File: config.mk
export PLATFORM = sky130hd
export DESIGN_NAME = cpm_pin_mux
export DESIGN_NICKNAME = d
export VERILOG_FILES = /design/src/core/cpm_pkg.sv /design/src/core/cpm_pin_mux.sv
export SDC_FILE = /design/constraint.sdc
export NUM_CORES = 1
export LEC_CHECK = 0
export ABC_AREA = 0
export BUFFER_PORTS_ARGS = -buffer_cell sky130_fd_sc_hd__buf_4
export CORE_ASPECT_RATIO = 0.5
export CORE_MARGIN = 10
export CORE_UTILIZATION = 47
export DETAILED_ROUTE_END_ITERATION = 7
export PLACE_DENSITY = 0.77
export REMOVE_ABC_BUFFERS = 1
export SKIP_LAST_GASP = 1
export SLEW_MARGIN = 20
export SYNTH_ARGS = -nofsm -noshare
export SYNTH_HDL_FRONTEND = slang
export SYNTH_SLANG_ARGS = --single-unit
File: constraint.sdc
create_clock -name mclk -period 1.5 [get_ports mclk]
set_input_delay 0.15 -clock mclk [delete_from_list [all_inputs] [get_ports mclk]]
set_output_delay 0.15 -clock mclk [all_outputs]
set_load 0.005 [all_outputs]
File: src/core/cpm_pkg.sv
// package: register map, field positions and reset values of the pin mux config block
package cpm_pkg;
   localparam int          CPM_AW              = 8;
   localparam logic [7:0]  CPM_OFF_GLOBAL      = 8'h21;
   localparam logic [7:0]  CPM_OFF_ROUTE_B     = 8'h22;
   localparam logic [7:0]  CPM_OFF_ROUTE_C     = 8'h23;
   // global_device_control fields
   localparam int          CPM_GC_LOCK         = 7;
   localparam int          CPM_GC_RESET_TRIG   = 1;
   localparam int          CPM_GC_ENABLE       = 0;
   localparam logic [7:0]  CPM_GC_RESET        = 8'h11;
   localparam logic [7:0]  CPM_GC_RSVD_MASK    = 8'h7C;
   // pin_route_select_b fields
   localparam int          CPM_B_WDOG          = 7;
   localparam int          CPM_B_KBMS          = 5;
   localparam int          CPM_B_SFAIL         = 4;
   localparam int          CPM_B_FMTR          = 3;
   localparam int          CPM_B_FSEL          = 2;
   localparam int          CPM_B_PRN           = 1;
   localparam int          CPM_B_CLKRUN        = 0;
   localparam logic [7:0]  CPM_B_RESET         = 8'h20;
   localparam logic [7:0]  CPM_B_WR_MASK       = 8'hBF;
   // pin_route_select_c fields
   localparam int          CPM_C_SLPST         = 7;
   localparam int          CPM_C_CIRQ          = 6;
   localparam int          CPM_C_MIRQ          = 5;
   localparam int          CPM_C_PBOUT         = 4;
   localparam int          CPM_C_PBIN          = 3;
   localparam int          CPM_C_SBIN          = 2;
   localparam int          CPM_C_LED2          = 1;
   localparam int          CPM_C_LED1          = 0;
   localparam logic [7:0]  CPM_C_RESET_LOW     = 8'h00;
   localparam logic [7:0]  CPM_ZERO8           = 8'h00;
endpackage

File: src/core/cpm_pin_mux.sv
// module: global enable, host reset trigger and pin routing registers
//
// Chosen here: the plain strobed port.
`timescale 1ns/100ps
`default_nettype none

// Overview of operation
// writing one pulses host reset; reads zero
// reset trigger ignores the lock bit
// enable one lets each device run
// enable zero forces every device off
// b7 routes watchdog output versus general output
// b5 routes keyboard/mouse lines, default keyboard
// b4 routes supply-fail input versus general input
// b3 routes floppy motor versus keyboard line
// b2 routes floppy select versus keyboard line
// b1 keyboard line forces printer disable low
// b0 routes clock-run versus general port
// c7 sleep outputs; else internal states high
// c7 resets to external state choice input
// c6 routes control interrupt output
// c5 routes management interrupt output
// c4 zero routes power-button output
// c3 one holds power-button input high
// c2 zero holds sleep-button input high
// c1/c0 route the indicator outputs
// lock blocks writes except enable, trigger
// reserved bits fixed; routing follows registers
module cpm_pin_mux #(
   parameter int N_DEV = 8
) (
   input  wire logic                      mclk,
   input  wire logic                      srst,
   input  wire logic [cpm_pkg::CPM_AW-1:0] addr,
   input  wire logic [7:0]                wdata,
   input  wire logic                      wr_stb,
   input  wire logic                      rd_stb,
   output logic      [7:0]                rdata,
   input  wire logic                      external_state_choice,
   input  wire logic [N_DEV-1:0]          dev_enable_req,
   output logic      [N_DEV-1:0]          dev_enable,
   output logic                           host_soft_reset_trigger,
   output logic      [7:0]                route_b,
   output logic      [7:0]                route_c,
   output logic                           printer_port_disable_in,
   output logic                           suspend_ram_state_int,
   output logic                           soft_off_state_int,
   output logic                           power_button_in,
   output logic                           sleep_button_in,
   input  wire logic                      printer_port_disable_pin,
   input  wire logic                      power_button_pin,
   input  wire logic                      sleep_button_pin,
   input  wire logic                      wake_suspend_ram_state,
   input  wire logic                      wake_soft_off_state
);
   import cpm_pkg::*;

   ////////////////////////////////////////////////////////////////////////////
   logic       all_devices_enable;
   logic       mux_config_lock;
   logic [7:0] pin_route_select_b;
   logic [7:0] pin_route_select_c;
   logic       wr_gc;
   logic       wr_b;
   logic       wr_c;
   logic       next_sleep_route;

   assign wr_gc = wr_stb && (addr == CPM_OFF_GLOBAL);
   assign wr_b  = wr_stb && (addr == CPM_OFF_ROUTE_B) && !mux_config_lock;
   assign wr_c  = wr_stb && (addr == CPM_OFF_ROUTE_C) && !mux_config_lock;

   ////////////////////////////////////////////////////////////////////////////
   // global device control
   always_ff @(posedge mclk) begin
      if (srst) begin
         all_devices_enable <= CPM_GC_RESET[CPM_GC_ENABLE];
      end else if (wr_gc) begin
         all_devices_enable <= wdata[CPM_GC_ENABLE];
      end
   end

   always_ff @(posedge mclk) begin
      if (srst) begin
         mux_config_lock <= CPM_GC_RESET[CPM_GC_LOCK];
      end else if (wr_gc && wdata[CPM_GC_LOCK]) begin
         mux_config_lock <= 1'b1;
      end
   end

   // one-cycle pulse, never stored as readable state
   always_ff @(posedge mclk) begin
      if (srst) begin
         host_soft_reset_trigger <= 1'b0;
      end else begin
         host_soft_reset_trigger <= wr_gc && wdata[CPM_GC_RESET_TRIG];
      end
   end

   always_ff @(posedge mclk) begin
      if (srst) begin
         dev_enable <= '0;
      end else begin
         dev_enable <= all_devices_enable ? dev_enable_req : '0;
      end
   end

   ////////////////////////////////////////////////////////////////////////////
   // route registers
   always_ff @(posedge mclk) begin
      if (srst) begin
         pin_route_select_b <= CPM_B_RESET;
      end else if (wr_b) begin
         pin_route_select_b <= (wdata & CPM_B_WR_MASK) | (CPM_B_RESET & ~CPM_B_WR_MASK);
      end
   end

   // reset keeps the strap low; the captured choice is loaded the cycle after release
   logic rst_d;
   always_ff @(posedge mclk) begin
      if (srst) begin
         rst_d <= 1'b1;
      end else begin
         rst_d <= 1'b0;
      end
   end

   assign next_sleep_route = rst_d ? external_state_choice : pin_route_select_c[CPM_C_SLPST];

   always_ff @(posedge mclk) begin
      if (srst) begin
         pin_route_select_c <= CPM_C_RESET_LOW;
      end else if (rst_d) begin
         pin_route_select_c <= {external_state_choice, CPM_C_RESET_LOW[6:0]};
      end else if (wr_c) begin
         pin_route_select_c <= wdata;
      end else begin
         pin_route_select_c[CPM_C_SLPST] <= next_sleep_route;
      end
   end

   ////////////////////////////////////////////////////////////////////////////
   // routing outputs: registered copies of the select registers and internal forcing
   always_ff @(posedge mclk) begin
      if (srst) begin
         route_b <= CPM_B_RESET;
         route_c <= CPM_C_RESET_LOW;
      end else begin
         route_b <= wr_b ? ((wdata & CPM_B_WR_MASK) | (CPM_B_RESET & ~CPM_B_WR_MASK))
                         : pin_route_select_b;
         route_c <= rst_d ? {external_state_choice, CPM_C_RESET_LOW[6:0]}
                  : wr_c  ? wdata : pin_route_select_c;
      end
   end

   always_ff @(posedge mclk) begin
      if (srst) begin
         printer_port_disable_in <= 1'b0;
         suspend_ram_state_int   <= 1'b1;
         soft_off_state_int      <= 1'b1;
         power_button_in         <= 1'b1;
         sleep_button_in         <= 1'b1;
      end else begin
         printer_port_disable_in <= route_b[CPM_B_PRN] ? 1'b0 : printer_port_disable_pin;
         suspend_ram_state_int   <= route_c[CPM_C_SLPST] ? wake_suspend_ram_state : 1'b1;
         soft_off_state_int      <= route_c[CPM_C_SLPST] ? wake_soft_off_state : 1'b1;
         power_button_in         <= route_c[CPM_C_PBIN] ? 1'b1 : power_button_pin;
         sleep_button_in         <= route_c[CPM_C_SBIN] ? sleep_button_pin : 1'b1;
      end
   end

   ////////////////////////////////////////////////////////////////////////////
   // read port: data one cycle after the strobe, unmapped reads zero
   always_ff @(posedge mclk) begin
      if (srst) begin
         rdata <= CPM_ZERO8;
      end else if (rd_stb) begin
         unique case (addr)
            CPM_OFF_GLOBAL:  rdata <= {mux_config_lock, 1'b0, CPM_GC_RESET[5:2], 1'b0,
                                       all_devices_enable};
            CPM_OFF_ROUTE_B: rdata <= pin_route_select_b;
            CPM_OFF_ROUTE_C: rdata <= pin_route_select_c;
            default:         rdata <= CPM_ZERO8;
         endcase
      end else begin
         rdata <= CPM_ZERO8;
      end
   end
endmodule

`default_nettype wire

==> results.cfg <==
[synth]
post-synth-top-area-cell = dfxtp_1
synth_commonest_cells = dfxtp_1 (48), mux2i_1 (26), nand2_1 (16)
synth_ff_type = dfxtp_1
synth-edff-count = 0
postSynth.asyncResetShare = 0
synth_most_common_cell = dfxtp_1
post_synth_num_cell_types = 29
synth_area_mm2 = 0.001777
synth_area_leaders = dfxtp_1 (54%), mux2i_1 (15%), nand2b_1 (4.2%), nand2_1 (3.4%), and2_1 (3.2%)
seq_area_frac_synth = 0.5408
avgSynthCellArea_um2 = 10.70
synth_top_area_frac = 0.5408
synthCells = 166
yosys_warnings = 0
ys_seq_elements = 48

[sta]
tightest_slew_ps = 497.3
fin_crit_ps = 1385
timing.final.crit_share = 0.9234
fin_worst_skew_ps = 6.236
fmax_mhz = 722.0
tns_ps = 0
setup_viol = 0
rsz0062_at_grt = false
hold_viol = 0
drv_slew = 0
final.setup.worst_slack_ps = 114.9
slew_headroom = 0.6671
hold_ws_ps = 35.55

[layout]
fin_nets = 272
fill_cells = 278
post-route-cell-area_mm2 = 0.002467
utilization = 0.6993
syn2layout_area_growth_pct = 38.87
multi_input_area_um2 = 765.7
seq_area_um2 = 960.9
drive_gt1_frac = 0.3655
n_antenna_cell = 0

[global_route]
grt_pass1_wl_mm = 6.844
grt-ovfl-total = 0
grt_max_degree = 28
grt_antenna_before_repair = 0
grt_usage = 0.1264
grt_pass1_vias = 1419

[die]
die_width_um = 107.0
coreArea_mm2 = 0.003528
pin_count = 72
initial_utilization = 0.5035
die_h_um = 63.48
core.rowCount = 15
dieArea_mm2 = 0.006789

[setup_path]
worstPathArrival_ps = 1610
crit_family = simple AND/OR/NAND/NOR gates
crit_cells = 4
setup.worst_path.end = route_b[0]
slowest_delay_ps = 350
path_cells = nor4b_4 > and3_1 > buf_4 > mux2i_1
r2r_slack_ps = 110
worstRegToRegCells = 4
critical_path_class = register to register
cp.buffers_inverters = 1
slowest_stage = dfxtp_1
endpoint_kind = register
required_ps = 1730
cp-startpoint = mux_config_lock
rr_endpoint = route_b[0]
path_max_fanout = 7
crit_path_start_kind = register
r2r_start = mux_config_lock

[pwr]
ir_drop_mv = 0.4472
p_leak_uw = 0.001161
power_density_mw_per_mm2 = 1036

[detailed_routing]
drtPass1Iterations = 4
antenna_left = 0
detailedRoute.firstIterationViolations = 35
wirelength_mm = 4.173
routed_via_density = 4.706
remaining_drc_errors = 0
vias = 1360
wire_per_inst_um = 14.44

[clocking]
post_cts_buffers = 0
path_clk_slew_ps = 80
cts_resized = 0
root_buffer = clkbuf_8
cts_made_buffers = 5
cts_tree = built
insertion_delay_ps = 300
cts_hold_buffers = 0
cts.sinks = 48
htreeDepth = 2
clock_path_buffers = 2

[flow_run]
drv_cap = 0

[placed_design]
port_buffers = 70
place_congestion = 0.7835
place_area_mm2 = 0.002338
place_ws_ps = 3.361
dp.final_hpwl_mm = 3.267

[status]
run_status = completed

[worst_hold_path]
hold_class = input port to register
[per-layer routing]
layer	GRT usage	wire [µm]	share of wire
met3	0.04767	273	0.065
met2	0.2165	2029	0.49
met5	0	0	0
met1	0.1338	1794	0.43
met4	0.06376	76	0.018
[logic make-up (layout without fill, tap and decap cells)]
logic type	Yosys count	count (layout)	synth area share
buffers and inverters	9	81	0.02816
other	1	1	0.002111
AND/OR/NAND/NOR	73	73	0.2430
AO/OA/AOI/OAI	7	7	0.02676
flip-flops	48	48	0.5408
multiplexers	28	28	0.1592
[registers in the layout, indices dropped and copies added, names as in the netlist, 7 cells and up]
register            count
route_c                 8
dev_enable              8
route_b                 7
pin_route_select_c      8
rdata                   8
[layout by cell type (no fill, tap or decap), types with 2 or more instances in the layout]
cell type	n
buf_4	72
dfxtp_1	48
mux2i_1	26
nand2_1	16
nor2_1	15
nand2b_1	12
and2_1	9
nor2b_1	5
clkbuf_8	5
and3_1	3
nand4_1	3
or3b_2	3
nor4b_4	2
inv_1	2
mux2_2	2
a22oi_1	2
bufinv_16	2
[area by class of cell]
class	instances	area share
Sequential cell	48	0.3895
Inverter	2	0.003043
Tap cell	51	0.02586
Clock inverter	2	0.02434
Multi-Input combinational cell	109	0.3103
Timing Repair Buffer	72	0.2191
Clock buffer	5	0.02789
[stage by stage]
| step | std cells | power, µW |
|---|---|---|
| global route | 289 | 2649 |
| detailed placement | 282 | 1526 |
| CTS | 289 | 2581 |
| floorplan | 159 | 1397 |
| global placement | 282 | 1523 |
| finish | 289 | 2557 |
[worst min-delay path by stage]
| stage | startpoint | cells after the start | slack (ps) | to |
|---|---|---|---|---|
| 6_report | wake_soft_off_state | 2 | 40 | soft_off_state_int |
| 5_1_grt | power_button_pin | 2 | 30 | power_button_in |
| 4_1_cts | wake_soft_off_state | 2 | 30 | soft_off_state_int |
| 3_5_place_dp | power_button_pin | 2 | 340 | power_button_in |
| 3_3_place_gp | power_button_pin | 2 | 330 | power_button_in |
| 2_1_floorplan | srst | 0 | 180 | rst_d |
[report_power, final]
group          total (µW)  switching [µW]  internal (µW)  leakage (µW)
Combinational         192            77.4            115      0.000706
Sequential           1300            8.18           1290      0.000390
Clock                1060             407            655     0.0000642
Total                2560             493           2060       0.00116
[worst reg2reg max path, cell delays in order (launching register included)]
cell	delay (ps)
dfxtp_1	350
nor4b_4	350
and3_1	210
buf_4	200
mux2i_1	210
Note: power is estimated with default switching activity, not from simulation.
